`src/uart_host_port_pkg.sv`:
```
// constants shared by the host serial port and its baud tick generator
package uart_host_port_pkg;

    // clock and time base
    localparam int unsigned CLK_HZ         = 20_000_000;
    localparam int unsigned TIME_BASE_US   = 1;            // break timing unit, microseconds
    localparam int unsigned US_CYCLES      = (CLK_HZ / 1_000_000) * TIME_BASE_US;
    localparam int unsigned OVERSAMPLE     = 8;            // baud ticks per bit
    localparam int unsigned BAUD_ACC_W     = 16;
    localparam int unsigned DEFAULT_BAUD   = 115200;
    localparam logic [15:0] BAUD_INC_RESET =
        16'((64'(DEFAULT_BAUD) * OVERSAMPLE * 65536 + CLK_HZ / 2) / CLK_HZ);

    // register byte offsets
    localparam logic [7:0] CTRL_OFFSET       = 8'h00;
    localparam logic [7:0] BAUD_OFFSET       = 8'h04;
    localparam logic [7:0] TXDATA_OFFSET     = 8'h08;
    localparam logic [7:0] RXDATA_OFFSET     = 8'h0C;
    localparam logic [7:0] STATUS_OFFSET     = 8'h10;
    localparam logic [7:0] LINE_OFFSET       = 8'h14;
    localparam logic [7:0] MASK_OFFSET       = 8'h18;
    localparam logic [7:0] BRK_TIMEOUT_OFFSET = 8'h1C;
    localparam logic [7:0] BRK_DURATION_OFFSET = 8'h20;

    // control field positions
    localparam int unsigned CTRL_FLOW_BIT     = 0;
    localparam int unsigned CTRL_PARITY_LSB   = 1;        // two bits
    localparam int unsigned CTRL_STOP2_BIT    = 3;
    localparam int unsigned CTRL_BREAK_BIT    = 4;
    localparam int unsigned CTRL_BYPASS_BIT   = 5;
    localparam logic [4:0]  CTRL_RESET        = 5'h01;    // flow control on, 8N1

    // parity modes
    localparam logic [1:0] PARITY_NONE = 2'h0;
    localparam logic [1:0] PARITY_ODD  = 2'h1;
    localparam logic [1:0] PARITY_EVEN = 2'h2;

    // status event bits
    localparam int unsigned EV_RX_READY = 0;
    localparam int unsigned EV_TX_DONE  = 1;
    localparam int unsigned EV_BREAK    = 2;
    localparam int unsigned EV_PARITY   = 3;
    localparam int unsigned EV_FRAMING  = 4;
    localparam int unsigned EV_OVERRUN  = 5;
    localparam int unsigned EV_W        = 6;

    localparam int unsigned BRK_W            = 24;
    localparam logic [23:0] BRK_TIMEOUT_RESET = 24'h000000;

    typedef enum logic [2:0] {TX_IDLE, TX_START, TX_DATA, TX_PARITY, TX_STOP} tx_state_type;
    typedef enum logic [2:0] {RX_IDLE, RX_START, RX_DATA, RX_PARITY, RX_STOP} rx_state_type;

endpackage

```
`src/uart_baud_tick.sv`:
```
// fractional phase accumulator that yields the oversampling tick
`timescale 1ns/1ps
module uart_baud_tick
    import uart_host_port_pkg::*;
#(
    parameter int unsigned ACC_W = BAUD_ACC_W
) (
    input  wire logic             clk_i,
    input  wire logic             reset_n_i,
    input  wire logic [ACC_W-1:0] increment_i,
    output logic                  tick_o
);
    logic [ACC_W-1:0] phase;
    logic [ACC_W:0]   next_sum;

    // carry out of the accumulator marks one tick
    assign next_sum = {1'b0, phase} + {1'b0, increment_i};

    always_ff @(posedge clk_i or negedge reset_n_i) begin
        if (!reset_n_i) begin
            phase  <= '0;
            tick_o <= 1'b0;
        end else begin
            phase  <= next_sum[ACC_W-1:0];
            tick_o <= next_sum[ACC_W];
        end
    end
endmodule // uart_baud_tick

```
`src/uart_host_port.sv`:
```
// host-facing serial port with flow control, break reset, break send and bypass
//
// Functional notes
// flow control is on straight after reset without any register write.
// with clear-to-send held low and request-to-send unused the transmitter runs freely.
// characters carry 8 data bits, parity none, odd or even and one or two stop bits.
// the baud generator covers low rates up to the top rate, flow control on or off.
// standard rates come from a fractional divider with small error.
// a continuous low on receive data is a break and its length is measured.
// a break longer than the break-reset timeout requests a device reset.
// a break-reset timeout of zero, the default, disables the break reset.
// software can hold transmit data low to send a break that wakes the host.
// all serial outputs are undriven while the device is held in reset; gpio_txd_o and gpio_rts_n_o have no enable and are driven high in reset.
// other parties on the shared bus release it once this reset is deasserted.
// after reset the host lines connect to this port, not to the bypass path.
// a bypass command routes the lines to the general pins and enters deep sleep.
// bypass holds until a physical reset; no command leaves it.
// the host closes every wireless link before it commands bypass.
// during reset the input pulls are down and the output pulls are up.
// request-to-send drops when the receive holder is full and sending waits on clear-to-send.
`timescale 1ns/1ps
module uart_host_port
    import uart_host_port_pkg::*;
(
    input  wire logic        clk_i,
    input  wire logic        reset_n_i,
    input  wire logic [7:0]  avs_address_i,
    input  wire logic        avs_read_i,
    input  wire logic        avs_write_i,
    input  wire logic [31:0] avs_writedata_i,
    output logic      [31:0] avs_readdata_o,
    output logic             avs_waitrequest_o,
    input  wire logic        host_rxd_i,
    input  wire logic        clear_to_send_n_in_i,
    output logic             host_txd_o,
    output logic             host_txd_oe_o,
    output logic             request_to_send_n_out_o,
    output logic             request_to_send_oe_o,
    output logic             pull_en_o,
    input  wire logic        gpio_rxd_i,
    input  wire logic        gpio_cts_n_i,
    output logic             gpio_txd_o,
    output logic             gpio_rts_n_o,
    output logic             bypass_o,
    output logic             deep_sleep_o,
    output logic             device_reset_req_o,
    output logic             irq_o
);

    // parity bit for a character, shared by sender and receiver
    function automatic logic parity_of(input logic [7:0] data, input logic [1:0] mode);
        parity_of = (mode == PARITY_ODD) ? ~(^data) : (^data);
    endfunction

    ////////////////////////////////////////////////////////////////////////////////
    // bus slave
    ////////////////////////////////////////////////////////////////////////////////
    logic [4:0]      ctrl;
    logic [15:0]     baud_inc;
    logic [EV_W-1:0] status;
    logic [EV_W-1:0] mask;
    logic [23:0]     brk_timeout;
    logic [23:0]     brk_duration;
    logic [7:0]      tx_buf;
    logic            tx_pending;
    logic [7:0]      rx_hold;
    logic            rx_full;
    logic            bypass;

    wire req       = avs_read_i | avs_write_i;
    wire accept    = req & ~avs_waitrequest_o;          // edge where waitrequest low is seen
    wire wr_acc    = accept & avs_write_i;
    wire rd_acc    = accept & avs_read_i;
    wire sel_ctrl  = avs_address_i == CTRL_OFFSET;
    wire sel_baud  = avs_address_i == BAUD_OFFSET;
    wire sel_txd   = avs_address_i == TXDATA_OFFSET;
    wire sel_rxd   = avs_address_i == RXDATA_OFFSET;
    wire sel_stat  = avs_address_i == STATUS_OFFSET;
    wire sel_line  = avs_address_i == LINE_OFFSET;
    wire sel_mask  = avs_address_i == MASK_OFFSET;
    wire sel_tmo   = avs_address_i == BRK_TIMEOUT_OFFSET;
    wire sel_dur   = avs_address_i == BRK_DURATION_OFFSET;

    wire       flow_en    = ctrl[CTRL_FLOW_BIT];
    wire [1:0] par_mode   = ctrl[CTRL_PARITY_LSB +: 2];
    wire       two_stop   = ctrl[CTRL_STOP2_BIT];
    wire       send_break = ctrl[CTRL_BREAK_BIT];

    wire [31:0] line_word = {26'h0, bypass, clear_to_send_n_in_i, host_rxd_i,
                             rx_full, tx_pending, flow_en};

    // read data selection, unmapped offsets read as zero
    wire [31:0] rd_mux =
        sel_ctrl ? {27'h0, ctrl} :
        sel_baud ? {16'h0, baud_inc} :
        sel_rxd  ? {24'h0, rx_hold} :
        sel_stat ? {26'h0, status} :
        sel_line ? line_word :
        sel_mask ? {26'h0, mask} :
        sel_tmo  ? {8'h0, brk_timeout} :
        sel_dur  ? {8'h0, brk_duration} : 32'h0;

    // one wait cycle per access; read data settle while waitrequest is high
    always_ff @(posedge clk_i or negedge reset_n_i) begin
        if (!reset_n_i) begin
            avs_waitrequest_o <= 1'b1;
            avs_readdata_o    <= 32'h0;
        end else begin
            avs_waitrequest_o <= ~(req & avs_waitrequest_o);
            avs_readdata_o    <= rd_mux;
        end
    end

    // writable configuration; bypass bit is write-one only and sticks
    wire enter_bypass = wr_acc & sel_ctrl & avs_writedata_i[CTRL_BYPASS_BIT];
    always_ff @(posedge clk_i or negedge reset_n_i) begin
        if (!reset_n_i) begin
            ctrl        <= CTRL_RESET;
            baud_inc    <= BAUD_INC_RESET;
            mask        <= '0;
            brk_timeout <= BRK_TIMEOUT_RESET;
        end else if (wr_acc) begin
            if (sel_ctrl) ctrl <= avs_writedata_i[CTRL_BREAK_BIT:0];
            if (sel_baud) baud_inc <= avs_writedata_i[15:0];
            if (sel_mask) mask <= avs_writedata_i[EV_W-1:0];
            if (sel_tmo)  brk_timeout <= avs_writedata_i[23:0];
        end
    end

    ////////////////////////////////////////////////////////////////////////////////
    // bypass and reset-time pin state
    ////////////////////////////////////////////////////////////////////////////////
    // once set only a physical reset clears bypass
    always_ff @(posedge clk_i or negedge reset_n_i) begin
        if (!reset_n_i) begin
            bypass <= 1'b0;
        end else if (enter_bypass) begin
            bypass <= 1'b1;
        end
    end

    // pulls on and drivers off under reset, drivers on after release
    always_ff @(posedge clk_i or negedge reset_n_i) begin
        if (!reset_n_i) begin
            pull_en_o            <= 1'b1;
            host_txd_oe_o        <= 1'b0;
            request_to_send_oe_o <= 1'b0;
            bypass_o             <= 1'b0;
            deep_sleep_o         <= 1'b0;
        end else begin
            pull_en_o            <= 1'b0;
            host_txd_oe_o        <= 1'b1;
            request_to_send_oe_o <= 1'b1;
            bypass_o             <= bypass;
            deep_sleep_o         <= bypass;
        end
    end

    ////////////////////////////////////////////////////////////////////////////////
    // baud tick
    ////////////////////////////////////////////////////////////////////////////////
    logic tick;

    uart_baud_tick #(.ACC_W(BAUD_ACC_W)) u_baud (
        .clk_i       (clk_i),
        .reset_n_i   (reset_n_i),
        .increment_i (baud_inc),
        .tick_o      (tick)
    );

    ////////////////////////////////////////////////////////////////////////////////
    // transmitter
    ////////////////////////////////////////////////////////////////////////////////
    tx_state_type tx_state;
    tx_state_type next_tx_state;
    logic [2:0]   tx_cnt;
    logic [2:0]   tx_bit;
    logic [7:0]   tx_shift;
    logic         tx_line;
    logic         tx_second_stop;

    wire cts_ok   = ~flow_en | ~clear_to_send_n_in_i;
    wire tx_load  = wr_acc & sel_txd & ~tx_pending & ~bypass;
    wire bit_end  = tick & (tx_cnt == 3'(OVERSAMPLE - 1));
    wire tx_begin = (tx_state == TX_IDLE) & tx_pending & cts_ok & ~send_break & tick;
    wire tx_done  = (tx_state == TX_STOP) & bit_end & (~two_stop | tx_second_stop);

    // next transmit state
    always_comb begin
        next_tx_state = tx_state;
        case (tx_state)
            TX_IDLE:   if (tx_begin) next_tx_state = TX_START;
            TX_START:  if (bit_end) next_tx_state = TX_DATA;
            TX_DATA:   if (bit_end && tx_bit == 3'h7)
                           next_tx_state = (par_mode == PARITY_NONE) ? TX_STOP : TX_PARITY;
            TX_PARITY: if (bit_end) next_tx_state = TX_STOP;
            TX_STOP:   if (tx_done) next_tx_state = TX_IDLE;
            default:   next_tx_state = TX_IDLE;
        endcase
    end

    // line level for the current state; idle line low while a break is asked
    wire next_tx_line =
        (tx_state == TX_START)  ? 1'b0 :
        (tx_state == TX_DATA)   ? tx_shift[0] :
        (tx_state == TX_PARITY) ? parity_of(tx_buf, par_mode) :
        (tx_state == TX_IDLE)   ? ~send_break : 1'b1;

    always_ff @(posedge clk_i or negedge reset_n_i) begin
        if (!reset_n_i) begin
            tx_state <= TX_IDLE;
            tx_line  <= 1'b1;
        end else begin
            tx_state <= next_tx_state;
            tx_line  <= next_tx_line;
        end
    end

    // tick and bit counters plus shift register
    always_ff @(posedge clk_i or negedge reset_n_i) begin
        if (!reset_n_i) begin
            tx_cnt         <= 3'h0;
            tx_bit         <= 3'h0;
            tx_shift       <= 8'h00;
            tx_second_stop <= 1'b0;
        end else if (tx_begin) begin
            tx_cnt         <= 3'h0;
            tx_bit         <= 3'h0;
            tx_shift       <= tx_buf;
            tx_second_stop <= 1'b0;
        end else if (tick) begin
            tx_cnt <= tx_cnt + 3'h1;
            if (bit_end && tx_state == TX_DATA) begin
                tx_bit   <= tx_bit + 3'h1;
                tx_shift <= {1'b0, tx_shift[7:1]};
            end
            if (bit_end && tx_state == TX_STOP) tx_second_stop <= 1'b1;
        end
    end

    // single holding register in front of the shifter
    always_ff @(posedge clk_i or negedge reset_n_i) begin
        if (!reset_n_i) begin
            tx_buf     <= 8'h00;
            tx_pending <= 1'b0;
        end else if (tx_load) begin
            tx_buf     <= avs_writedata_i[7:0];
            tx_pending <= 1'b1;
        end else if (tx_done) begin
            tx_pending <= 1'b0;
        end
    end

    ////////////////////////////////////////////////////////////////////////////////
    // receiver
    ////////////////////////////////////////////////////////////////////////////////
    rx_state_type rx_state;
    rx_state_type next_rx_state;
    logic [2:0]   rx_cnt;
    logic [2:0]   rx_bit;
    logic [7:0]   rx_shift;
    logic         rx_second_stop;

    wire rxd       = host_rxd_i;
    wire rx_mid    = tick & (rx_cnt == 3'(OVERSAMPLE / 2 - 1));
    wire rx_end    = tick & (rx_cnt == 3'(OVERSAMPLE - 1));
    wire rx_go     = (rx_state == RX_IDLE) & ~rxd & ~bypass;
    wire rx_stop   = (rx_state == RX_STOP) & rx_end & (~two_stop | rx_second_stop | ~rxd);
    wire rx_frm    = rx_stop & ~rxd;
    wire rx_good   = rx_stop & rxd;
    wire rx_brk    = rx_frm & (rx_shift == 8'h00);
    wire rx_par_er = (rx_state == RX_PARITY) & rx_end & (rxd != parity_of(rx_shift, par_mode));
    wire rx_pop    = rd_acc & sel_rxd;

    always_comb begin
        next_rx_state = rx_state;
        case (rx_state)
            RX_IDLE:   if (rx_go) next_rx_state = RX_START;
            RX_START:  if (rx_mid) next_rx_state = rxd ? RX_IDLE : RX_DATA;
            RX_DATA:   if (rx_end && rx_bit == 3'h7)
                           next_rx_state = (par_mode == PARITY_NONE) ? RX_STOP : RX_PARITY;
            RX_PARITY: if (rx_end) next_rx_state = RX_STOP;
            RX_STOP:   if (rx_stop) next_rx_state = RX_IDLE;
            default:   next_rx_state = RX_IDLE;
        endcase
    end

    always_ff @(posedge clk_i or negedge reset_n_i) begin
        if (!reset_n_i) begin
            rx_state <= RX_IDLE;
        end else begin
            rx_state <= next_rx_state;
        end
    end

    // counters restart at mid start bit so later samples land mid-bit
    always_ff @(posedge clk_i or negedge reset_n_i) begin
        if (!reset_n_i) begin
            rx_cnt         <= 3'h0;
            rx_bit         <= 3'h0;
            rx_shift       <= 8'h00;
            rx_second_stop <= 1'b0;
        end else if (rx_go || (rx_state == RX_START && rx_mid)) begin
            rx_cnt         <= 3'h0;
            rx_bit         <= 3'h0;
            rx_second_stop <= 1'b0;
        end else if (tick) begin
            rx_cnt <= rx_cnt + 3'h1;
            if (rx_end && rx_state == RX_DATA) begin
                rx_bit   <= rx_bit + 3'h1;
                rx_shift <= {rxd, rx_shift[7:1]};
            end
            if (rx_end && rx_state == RX_STOP) rx_second_stop <= 1'b1;
        end
    end

    // holding register; a pop in the same cycle as a new byte keeps the new byte
    always_ff @(posedge clk_i or negedge reset_n_i) begin
        if (!reset_n_i) begin
            rx_hold <= 8'h00;
            rx_full <= 1'b0;
        end else if (rx_good && (!rx_full || rx_pop)) begin
            rx_hold <= rx_shift;
            rx_full <= 1'b1;
        end else if (rx_pop) begin
            rx_full <= 1'b0;
        end
    end

    ////////////////////////////////////////////////////////////////////////////////
    // break length and break reset
    ////////////////////////////////////////////////////////////////////////////////
    logic [7:0]       us_pre;
    logic [BRK_W-1:0] brk_us;
    logic             brk_seen;

    wire us_tick  = us_pre == 8'(US_CYCLES - 1);
    wire brk_trip = ~rxd & ~bypass & (brk_timeout != 24'h0)
                    & (brk_us > brk_timeout);

    // low-time counter in microseconds, saturating
    always_ff @(posedge clk_i or negedge reset_n_i) begin
        if (!reset_n_i) begin
            us_pre <= 8'h00;
            brk_us <= '0;
        end else if (rxd) begin
            us_pre <= 8'h00;
            brk_us <= '0;
        end else begin
            us_pre <= us_tick ? 8'h00 : us_pre + 8'h01;
            if (us_tick && brk_us != {BRK_W{1'b1}}) brk_us <= brk_us + 1'b1;
        end
    end

    // duration of the last break is kept when the line returns high
    always_ff @(posedge clk_i or negedge reset_n_i) begin
        if (!reset_n_i) begin
            brk_seen     <= 1'b0;
            brk_duration <= 24'h0;
        end else if (rx_brk) begin
            brk_seen <= 1'b1;
        end else if (rxd && brk_seen) begin
            brk_seen     <= 1'b0;
            brk_duration <= brk_us;
        end
    end

    // reset request holds until the system reset removes it
    always_ff @(posedge clk_i or negedge reset_n_i) begin
        if (!reset_n_i) begin
            device_reset_req_o <= 1'b0;
        end else if (brk_trip) begin
            device_reset_req_o <= 1'b1;
        end
    end

    ////////////////////////////////////////////////////////////////////////////////
    // status, interrupt and pin outputs
    ////////////////////////////////////////////////////////////////////////////////
    wire [EV_W-1:0] events = {rx_good & rx_full & ~rx_pop, rx_frm, rx_par_er,
                              rx_brk, tx_done, rx_good};
    wire            st_clr = rd_acc & sel_stat;
    wire [EV_W-1:0] next_status = (st_clr ? {EV_W{1'b0}} : status) | events;  // set wins

    always_ff @(posedge clk_i or negedge reset_n_i) begin
        if (!reset_n_i) begin
            status <= '0;
            irq_o  <= 1'b0;
        end else begin
            status <= next_status;
            irq_o  <= |(next_status & mask);
        end
    end

    // normal path or straight-through bypass to the general pins
    always_ff @(posedge clk_i or negedge reset_n_i) begin
        if (!reset_n_i) begin
            host_txd_o              <= 1'b1;
            request_to_send_n_out_o <= 1'b1;
            gpio_txd_o              <= 1'b1;
            gpio_rts_n_o            <= 1'b1;
        end else if (bypass) begin
            host_txd_o              <= gpio_rxd_i;
            request_to_send_n_out_o <= gpio_cts_n_i;
            gpio_txd_o              <= host_rxd_i;
            gpio_rts_n_o            <= clear_to_send_n_in_i;
        end else begin
            host_txd_o              <= tx_line;
            request_to_send_n_out_o <= flow_en & rx_full;
            gpio_txd_o              <= 1'b1;
            gpio_rts_n_o            <= 1'b1;
        end
    end

endmodule // uart_host_port

```
`config.mk`:
```
export PLATFORM = sky130hd
export DESIGN_NAME = uart_host_port
export DESIGN_NICKNAME = d
export VERILOG_FILES = /design/src/uart_host_port_pkg.sv /design/src/uart_baud_tick.sv /design/src/uart_host_port.sv
export SDC_FILE = /design/constraint.sdc
export NUM_CORES = 1
export LEC_CHECK = 0
export ABC_AREA = 0
export BUFFER_PORTS_ARGS = -buffer_cell sky130_fd_sc_hd__buf_2
export CORE_UTILIZATION = 49
export CTS_BUF_LIST = sky130_fd_sc_hd__clkbuf_8
export CTS_CLUSTER_DIAMETER = 150
export CTS_CLUSTER_SIZE = 24
export DETAILED_ROUTE_END_ITERATION = 6
export PLACE_DENSITY = 0.67
export SETUP_SLACK_MARGIN = 0.05
export SLEW_MARGIN = 20
export SYNTH_ARGS = -nofsm -noshare
export SYNTH_HDL_FRONTEND = slang
export SYNTH_SLANG_ARGS = --single-unit
```
`constraint.sdc`:
```
create_clock -name clk_i -period 2.8 [get_ports clk_i]
set_input_delay 0 -clock clk_i [delete_from_list [all_inputs] [get_ports clk_i]]
set_output_delay 0 -clock clk_i [all_outputs]
set_load 0.01 [all_outputs]
```
# Word level (Yosys, flattened, before mapping)
# Index checks and enable logic that the tools add are counted.
totals:
  regBits: 221
  input_bits: 48
  out_inout_bits: 44
  elab_cells: 243
op_classes:
  n_addsub: 7
  order_cmp: 1
  eq_ne: 35
  muxes: 62
  bitwise: 56
  n_reduce_logical: 44
ops:
  columns: ["operator", "count"]
  rows:
  - ["two-way mux 24 bit", 10]
  - ["two-way mux 3 bit", 21]
  - ["equality test 8 x 5 -> 1 bit (second input constant)", 5]
  - ["two-way mux 8 bit", 5]
  - ["bitwise AND 1 bit", 35]
  - ["case mux 3 bit (5 select lines)", 2]
  - ["adder 24 x 1 -> 24 bit (second input constant)", 1]
  - ["> comparator 24 bit", 1]
  - ["!= test 24 bit (second input constant)", 1]
  - ["nonzero test 24 bit", 1]
  - ["two-way mux 1 bit", 22]
  - ["!= test 2 bit (second input constant)", 10]
  - ["nonzero test 2 bit", 10]
  - ["equality test 3 bit (second input constant)", 6]
  - ["AND reduction 2 bit", 9]
  - ["adder 16 x 16 -> 17 bit", 1]
  - ["equality test 8 x 4 -> 1 bit (second input constant)", 2]
  - ["logical NOT 8 bit", 2]
  - ["parity 8 bit", 2]
  - ["equality test 3 x 2 -> 1 bit (second input constant)", 5]
  - ["inverter 1 bit", 14]
  - ["adder 3 x 1 -> 3 bit (second input constant)", 4]
  - ["logical AND 1 bit", 10]
  - ["AND reduction 5 bit", 2]
  - ["17 further kinds", 24]

# Logic depth before layout (Yosys ltp)
# Gate-level depths: netlist (run 1).
logic_depth:
  ltp_word: 10
  mapped_depth: 8
  mapped_depth_nobuf: 8

# Modules after synthesis
# A second synthesis (run 1) with hierarchy kept.
hier_totals:
  hier_cells: 1034
  hier_area_um2: 11397.2
by_module_without_submodules:
  columns: ["module", "instances", "cells_per_inst", "area_each_um2"]
  rows:
  - ["uart_host_port", 1, 907, 10116.0]
  - ["uart_baud_tick", 1, 127, 1281.2]

# Worst setup path before layout (run 1)
# OpenSTA, ideal clock, no wires.
synth_timing:
  kind: "register to register"
  start: "register us_pre[5]"
  end: "register brk_us[19]"
  t_arrival_ns: 2.166
  setup_slack_ns: 0.502
  stages_incl_launch_ff: 8
  n_path_buf: 1
  period_less_slack_ns: 2.298
  path_cell_list: "dfrtp_1 -> or3_1 -> or4_1 -> buf_6 -> a2111oi_4 -> or3b_1 -> xor2_1 -> nor2_1"
synth_via:
  elab_chain_len: 3
synth_lines:
  columns: ["element", "line", "text"]
  rows:
  - ["start: declaration", "uart_host_port.sv:333", "logic [7:0] us_pre;"]
  - ["start signal: assignment", "uart_host_port.sv:350", "us_pre <= us_tick ? 8'h00 : us_pre + 8'h01;"]
  - ["equality test 8 x 5 -> 1 bit", "uart_host_port.sv:337", "wire us_tick = us_pre == 8'(US_CYCLES - 1);"]
  - ["logical AND 1 bit", "uart_host_port.sv:351", "if (us_tick && brk_us != {BRK_W{1'b1}}) brk_us <= brk_us + 1'b1;"]
  - ["nonzero test 2 bit (no source line)", null, null]
  - ["end signal: assignment", "uart_host_port.sv:351", null]
  - ["end: declaration", "uart_host_port.sv:334", "logic [BRK_W-1:0] brk_us;"]
# No other way between the ends.
# A chain may end at the register's enable or synchronous reset.

# Final worst setup path (run 1)
layout_timing:
  start: "register us_pre[5]"
  end: "register brk_us[22]"
# Same word-level chain as after synthesis.

==> results by group, run 1 <==
Run status
  • Status: complete, but fails checks
  • Failing checks: DRC

Die
  • Rows: 54
  • Die height: 151 um
  • Die ar.: 0.0227 mm2
  • DIE WIDTH: 151 um
  • Core area: 0.0218 mm2
  • # IOs: 92
  • Initial Util: 49.8%

Synth
  • Post-synthesis compound-gate area fraction: 11.9%
  • Top_reg_cell synth: dfrtp_1
  • Main combinational cell family by area after synthesis: simple AND/OR/NAND/NOR gates
  • Synth Area in Adders: 6.53%
  • Multiplexer share of the synthesized area: 8.96%
  • Synthesis Warnings: 0
  • Post-Syn Area: 0.0108 mm2
  • Async SR Flop Fraction: 100%
  • Post-synthesis simple-gate area fraction: 13.8%
  • Xor/xnor share of the synthesized area: 4.12%
  • Synthesized netlist cell count: 1014
  • Register area share after synthesis: 51.2%
  • #FFs+latches synth: 221
  • Post-Syn Area per Cell: 10.7 um2
  • Post-synth EDFFs: 0
  • Cell variety after synth: 72

Power and ir drop
  • Net Switching: 1.76 mW
  • Combinational share of power: 15.4%
  • Sequential power share: 59.9%
  • Pint: 4.39 mW
  • Max VDD drop: 0.265 mV
  • Lkg Pwr: 5.90 nW
  • Fraction of power consumed by the clock network: 24.7%
  • Power Dens Cells: 506 mW/mm2
  • PnR Total Power: 6.15 mW
  • Sw Share: 28.6%

Timing
  • Final-report max-slew violation count: 0
  • Min Hold Slack: 51.9 ps
  • Final setup TNS: 0 ps
  • Crit path time final: 2450 ps
  • Worst-Margin Slew: 797 ps
  • Rel. slew slack: 46.9%
  • Clock skew: 37.1 ps
  • Period utilization: 87.5%
  • Fmax achieved: 408 MHz
  • Setup violations, final: 0
  • RSZ-0062 raised after global routing: no
  • Final Hold Vio Count: 0

CTS
  • CTS H-tree depth: 1
  • Total setup buffers inserted after CTS: 0
  • CTS buffer count: 13
  • CTS Hold Bufs: 36
  • CTS tree: yes
  • Root Buffer: clkbuf_8
  • Post_cts resized: 0
  • Worst skew pair latency: 540 ps
  • CTS Buffer Depth: 3
  • CTS Sinks: 221
  • Clock slew at reported path FFs: 150 ps

Drt
  • Drt wl/cell: 17.1 um
  • Vias per cell: 5.58
  • Detail Route Antenna Nets: 0
  • Initial DRT Pass Iterations: 7
  • DRC Markers: 1
  • Met2 wire len: 11400 um
  • Total length of routed met3 wires: 941 um
  • M1 WL: 11300 um
  • Final wirelength: 24100 um
  • Drt first-iter violations: 452
  • Highest Signal Layer: met4
  • Via count: 7852

Setup path
  • R2R Path Start: us_pre[5]
  • CP most frequent cell: or3_1
  • Crit start category: flip-flop
  • CP max stage cell: or4_1
  • CP endpoint kind: flip-flop
  • Crit Path Max Fanout: 6
  • Worst path cell trace: or3_1 > or4_1 > nor3_4 > nand4_1 > or3_1 > a21oi_1
  • CP peak stage delay: 610 ps
  • Worst Setup SP: us_pre[5]
  • WS Path Type: reg2reg
  • Worst EP arrival: 2930 ps
  • Required @ worst endpoint: 3280 ps

Global route
  • Initial antenna violation count: 0
  • Largest net degree at the start of global routing: 105
  • Vias in the first global route: 7632
  • Global Route Usage Sum: 22.2%
  • First-pass GRT wire length: 39600 um
  • GRT Residual Overflow: 0

Worst hold path
  • Hold Crit Start: avs_address_i[3]
  • Hold Path Class: in2reg

Cells and area
  • Finished Core Util: 55.9%
  • Final nets: 1225
  • FILL cells: 1920
  • Share of cells above drive strength 1: 18.6%
  • Most common cell after layout, fill and taps aside: dfrtp_1
  • Final instance area: 0.0122 mm2
  • Ant diodes: 0
  • Layout area overhead: 12.1%
  • Most frequent cells in the layout: dfrtp_1 (206), nand2_1 (124), nor2_1 (74), buf_2 (74), o21ai_0 (71)

Placement
  • Port Buffer Count: 75
  • Routability congestion estimate: 0.903
  • Post-placement cell area: 0.0116 mm2
  • Hpwl dp: 17200 um

Job
  • Max-cap violations: 0
==> power by group through the flow <==
stage	registers (mW)	logic [mW]	clock network [mW]
2_1_floorplan	3.66	0.698	0
3_3_place_gp	3.73	0.890	0
3_5_place_dp	3.74	0.918	0
4_1_cts	3.68	0.958	1.56
5_1_grt	3.72	1.08	1.66
6_report	3.68	0.949	1.52
==> logic make-up (layout without fill, tap and decap cells) <==
| group | count (synthesis) | count (layout) |
|---|---|---|
| compound gates | 195 | 195 |
| simple gates | 313 | 313 |
| xor+xnor | 51 | 51 |
| flops | 221 | 221 |
| buf+inv | 89 | 195 |
| fa+ha+maj | 56 | 56 |
| other cells | 2 | 10 |
| mux | 87 | 87 |
==> cell type report <==
type / count / area [um2] / area share, %
clock inverter: 9 / 53.8 / 0.443
multi-input combinational: 712 / 4950 / 40.7
timing repair buffer: 130 / 913 / 7.52
tap: 280 / 350 / 2.88
clock buffer: 13 / 179 / 1.47
inverter: 43 / 161 / 1.33
sequential: 221 / 5550 / 45.7
==> worst paths after layout <==
check | depth (start not counted) | to | slack [ps]
setup / recovery | 6 | brk_us[22] | 350
hold / removal | 3 | avs_readdata_o[1] | 50
setup reg to reg | 6 | brk_us[22] | 350
hold reg to reg | 1 | u_baud.phase[0] | 490
max in group asynchronous | 3 | pull_en_o | 1800
min in group asynchronous | 2 | tx_bit[0] | 80
==> cell usage after synthesis, types with 9 or more instances <==
master / n / area share [%]
and3_1: 9 / 0.52
inv_1: 43 / 1.5
dfstp_2: 15 / 3.6
a22oi_1: 13 / 0.90
a22o_1: 10 / 0.81
nand3_1: 18 / 0.83
a21oi_1: 31 / 1.4
xnor2_1: 26 / 2.1
buf_4: 10 / 0.69
nand2_1: 124 / 4.3
mux2i_1: 16 / 1.5
ha_1: 55 / 6.3
mux2_2: 70 / 7.3
nand4_1: 17 / 0.98
a21o_1: 11 / 0.76
nor2_1: 74 / 2.6
xor2_1: 25 / 2.0
nor3_1: 14 / 0.65
o21ai_0: 71 / 3.3
clkbuf_1: 29 / 1.0
dfrtp_1: 206 / 48
==> per-layer routing <==
layer  vias to the layer above  GRT usage, %
met1                      3849          31.2
li1                       3791             -
met2                       179          36.7
met5                         -             0
met4                         0          5.25
met3                        33          2.39
==> state kept, by name (all words and copies together), names as in the netlist, 16 cells and up <==
name	cells
brk_timeout	24
baud_inc	16
u_baud.phase	16
brk_us	24
brk_duration	24
avs_readdata_o	24
==> through the flow <==
stage	setup slack, ps	instances
4_1_cts	358	1408
3_5_place_dp	378	1350
6_report	350	1408
3_3_place_gp	392	1350
2_1_floorplan	502	1022
5_1_grt	177	1408
==> worst max-delay path, delay by kind of cell, from the launching register on <==
family	cells	cell delay (ps)
and+or+nand+nor	5	1820
DFF	1	450
AOI/OAI and AO/OA	1	140
Note: power is estimated with default switching activity, not from simulation.
==> run 2: changes to the inputs <==
- REMOVE_ABC_BUFFERS: not set -> 1
==> run 2 against run 1 <==
The run still ends with DRC left. Wire length grew 0.49%. Die area stayed put. Register-to-register slack lost 40 ps. Clock-buffer cell count unchanged. Combinational power increased by 0.4%. Sequential share of layout area is 0.11 points higher. Largest power group unchanged.
==> results by group, run 2 (synthesis gave the netlist of run 1 again) <==
Run status
  • Status: complete, but fails checks
  • Failing checks: DRC

Cells and area
  • Final nets: 1223
  • Share of cells above drive strength 1: 18.4%
  • Final Instance Count excl. Fillers: 1405
  • Layout area overhead: 11.8%
  • Most common cell after layout, fill and taps aside: dfrtp_1
  • Final instance area: 0.0121 mm2
  • Ant diodes: 0
  • FILL cells: 1937
  • Most frequent cells in the layout: dfrtp_1 (206), nand2_1 (124), nor2_1 (74), buf_2 (74), o21ai_0 (71)
  • Finished Core Util: 55.7%
  • Multi-input gate area: 0.00494 mm2
  • Reg area: 0.00555 mm2

Worst hold path
  • Hold Path Class: in2async

Die
  • Rows: 54
  • Die height: 151 um
  • Initial Util: 49.8%
  • Die ar.: 0.0227 mm2
  • # IOs: 92
  • DIE WIDTH: 151 um
  • Core area: 0.0218 mm2

Setup path
  • CP max stage cell: or4_1
  • Worst EP arrival: 2960 ps
  • Worst path cell trace: or3_1 > or4_1 > nor3_4 > nand4_1 > or3_1 > a21oi_1
  • WS Path Type: reg2reg
  • Crit Path Max Fanout: 6
  • R2R Path Start: us_pre[5]
  • Crit start category: flip-flop
  • CP most frequent cell: or3_1
  • Worst Setup SP: us_pre[5]
  • CP endpoint kind: flip-flop
  • Required @ worst endpoint: 3270 ps
  • CP peak stage delay: 620 ps

Timing
  • Crit path time final: 2490 ps
  • Min Hold Slack: 16.7 ps
  • Fmax achieved: 402 MHz
  • RSZ-0062 raised after global routing: no
  • Final setup TNS: 0 ps
  • Final-report max-slew violation count: 0
  • Period utilization: 88.8%
  • Worst-Margin Slew: 765 ps
  • Clock skew: 44.6 ps
  • Final Hold Vio Count: 0
  • Setup violations, final: 0
  • Rel. slew slack: 48.6%
  • Setup WS post-layout: 312 ps

Power and ir drop
  • Power Dens Cells: 504 mW/mm2
  • PnR Total Power: 6.12 mW
  • Max VDD drop: 0.335 mV
  • Lkg Pwr: 5.89 nW

Drt
  • Detail Route Antenna Nets: 0
  • Initial DRT Pass Iterations: 7
  • Drt wl/cell: 17.3 um
  • Vias per cell: 5.56
  • Final wirelength: 24200 um
  • Drt first-iter violations: 478
  • DRC Markers: 1
  • Via count: 7813

Global route
  • GR peak layer: met2
  • First-pass GRT wire length: 39800 um
  • Global Route Usage Sum: 22.3%
  • Met2 usage: 36.8%
  • GR Util met1: 31.2%
  • Vias in the first global route: 7490
  • Initial antenna violation count: 0
  • Met3 Use GR: 2.24%
  • GRT Residual Overflow: 0
  • Largest net degree at the start of global routing: 76

Placement
  • Post-placement cell area: 0.0115 mm2
  • Placement Setup Slack: 336 ps
  • Routability congestion estimate: 0.927
  • Placed instance count: 1349
  • Port Buffer Count: 75
  • Hpwl dp: 17500 um

CTS
  • Root Buffer: clkbuf_8
  • CTS H-tree depth: 1
  • CTS tree: yes
  • Worst skew pair latency: 520 ps
  • CTS Sinks: 221
  • Clock slew at reported path FFs: 160 ps
  • CTS Buffer Depth: 3
  • CTS buffer count: 13

Job
  • Max-cap violations: 0
## run 2: critical path: cells and delay by family (launching register included)
| kind | cells | cell delay (ps) |
|---|---|---|
| DFF | 1 | 450 |
| and+or+nand+nor | 5 | 1850 |
| AOI/OAI and AO/OA | 1 | 140 |
## run 2: worst paths after layout
path | cells past startpoint | endpoint | slack, ps
worst max-delay path | 6 | brk_us[22] | 310
worst min-delay path | 2 | tx_bit[2] | 20
worst max register to register | 6 | brk_us[22] | 310
worst min register to register | 2 | avs_readdata_o[6] | 490
max in group asynchronous | 3 | pull_en_o | 1940
min in group clk_i | 6 | avs_readdata_o[3] | 70
## run 2: per-layer routing
metal	up-vias	share of wire, %	wire (um)
li1	3791	-	-
met1	3843	47	11300
met4	0	1.9	466
met3	26	3.5	852
met5	-	0	0
met2	153	48	11600
## run 2: final cells by class
| type | count | area share, % |
|---|---|---|
| Multi-Input combinational cell | 712 | 40.8 |
| Clock buffer | 13 | 1.48 |
| Tap cell | 280 | 2.89 |
| Inverter | 43 | 1.33 |
| Sequential cell | 221 | 45.8 |
| Timing Repair Buffer | 128 | 7.39 |
| Clock inverter | 8 | 0.382 |
## run 2: timing repair
item                                   4_1_cts  5_1_grt
buffers inserted                             0        0
hold buffers                                35        0
gates resized for setup                      0        0
endpoints found under the hold margin      282        0
## run 2: report_power, final
group	internal [mW]	total [mW]	leakage, nW	switching (mW)
Sequential	3.49	3.68	2.80	0.190
Combinational	0.436	0.953	2.95	0.517
Clock	0.461	1.48	0.141	1.02
Total	4.38	6.12	5.89	1.73
==> run 3: changes to the inputs <==
- PLACE_DENSITY: 0.67 -> 0.76
==> run 3 against run 2 <==
The flow now finishes without violations. Highest routed layer unchanged. Sequential power is essentially flat. Combinational power grew 1%. Clock skew shrank 16 ps. Worst setup slack lost 25 ps. Register-to-register slack lost 20 ps. Non-clock buffer count grew 2. Die area is the same. Largest cell class unchanged.
==> results by group, run 3 (synthesis gave the netlist of run 1 again) <==
Setup path
  • Crit start category: flip-flop
  • Crit Path Max Fanout: 6
  • WS Path Type: reg2reg
  • R2R Path Start: us_pre[5]
  • Worst EP arrival: 2980 ps
  • CP endpoint kind: flip-flop
  • Required @ worst endpoint: 3260 ps
  • Worst Setup SP: us_pre[5]
  • Flop-to-flop setup slack: 290 ps

Cells and area
  • Share of cells above drive strength 1: 18.5%
  • Layout area overhead: 12.0%
  • Final Instance Count excl. Fillers: 1408
  • Finished Core Util: 55.8%
  • Most common cell after layout, fill and taps aside: dfrtp_1
  • Ant diodes: 0
  • Final nets: 1225
  • Most frequent cells in the layout: dfrtp_1 (206), nand2_1 (124), nor2_1 (74), buf_2 (74), o21ai_0 (71)

Global route
  • Global Route Usage Sum: 21.9%
  • Vias in the first global route: 7629
  • Initial antenna violation count: 0
  • First-pass GRT wire length: 39000 um
  • Largest net degree at the start of global routing: 114
  • GRT Residual Overflow: 0

Timing
  • Final setup TNS: 0 ps
  • Fmax achieved: 398 MHz
  • Period utilization: 89.7%
  • Rel. slew slack: 41.9%
  • Setup violations, final: 0
  • RSZ-0062 raised after global routing: no
  • Clock skew: 28.9 ps
  • Worst-Margin Slew: 871 ps
  • Crit path time final: 2510 ps
  • Final Hold Vio Count: 0
  • Final-report max-slew violation count: 0

Placement
  • Routability congestion estimate: 0.934
  • Placed instance count: 1349
  • Hpwl dp: 17400 um
  • Port Buffer Count: 75

Drt
  • DRC Markers: 0
  • Drt first-iter violations: 470
  • Detail Route Antenna Nets: 0
  • Initial DRT Pass Iterations: 5
  • Drt wl/cell: 17.2 um
  • Final wirelength: 24300 um
  • Vias per cell: 5.58
  • Via count: 7850

CTS
  • Clock slew at reported path FFs: 150 ps
  • CTS Buffer Depth: 3
  • CTS Sinks: 221
  • CTS tree: yes
  • Root Buffer: clkbuf_8
  • Total setup buffers inserted after CTS: 0
  • Worst skew pair latency: 540 ps
  • CTS H-tree depth: 1
  • CTS buffer count: 13

Power and ir drop
  • Lkg Pwr: 5.90 nW
  • Power Dens Cells: 506 mW/mm2
  • Max VDD drop: 0.381 mV
  • PnR Total Power: 6.14 mW

Die
  • Die ar.: 0.0227 mm2
  • Die height: 151 um
  • Core area: 0.0218 mm2
  • # IOs: 92
  • Initial Util: 49.8%
  • Rows: 54
  • DIE WIDTH: 151 um

Run status
  • Status: completed

Worst hold path
  • Hold Path Class: in2reg
  • Hold Crit Start: avs_read_i

Job
  • Max-cap violations: 0
run 3: cell types whose count changed in the layout (fill, tap and decap cells not counted):
cell	delta
clkinvlp_4	+1
buf_4	+1
and3_1	-1
buf_12	-1
and3_2	+1
dlygate4sd3_1	+2
run 3: layout make-up:
type / instances / area, um2
clock inverter: 9 / 53.8
clock buffer: 13 / 179
fill: 1878 / 9620
tap: 280 / 350
sequential: 221 / 5550
timing repair buffer: 130 / 903
inverter: 43 / 161
multi-input combinational: 712 / 4940
run 3: critical path, stage by stage (launching register included):
cell,delay [ps]
dfrtp_1,450
or3_1,410
or4_1,630
nor3_4,310
nand4_1,170
or3_1,330
a21oi_1,140
run 3: power breakdown:
part           switching (mW)  internal [mW]
sequential              0.190           3.49
combinational           0.533          0.435
clock                    1.03          0.465
run 3: final timing paths:
kind,end,depth (start not counted)
min in group asynchronous,avs_readdata_o[8],2
max in group asynchronous,pull_en_o,3
setup / recovery,brk_us[22],6
hold / removal,rx_full,4
hold reg to reg,u_baud.phase[0],1
setup reg to reg,brk_us[22],6
run 3: timing repair:
action                                  in CTS  in global routing
hold buffers                                37                  0
resized for setup                            0                  1
endpoints found under the setup margin       0                  4
hold endpoints to repair                   178                  0
run 3: layer usage:
layer | track usage, % | up-vias | part of all wire (%)
met2 | 36.3 | 186 | 47
li1 | - | 3784 | -
met5 | 0 | - | 0
met1 | 29.9 | 3839 | 45
met3 | 2.85 | 41 | 4.5
met4 | 6.85 | 0 | 3.1
run 3: through the flow:
step	setup slack, ps	cell area (um2)	hold slack [ps]
after floorplan	265	10700	-296
after global placement	394	11500	145
after detailed placement	335	11500	138
after CTS	137	12100	36.6
after global routing	121	12100	87.0
final	288	12100	63.1
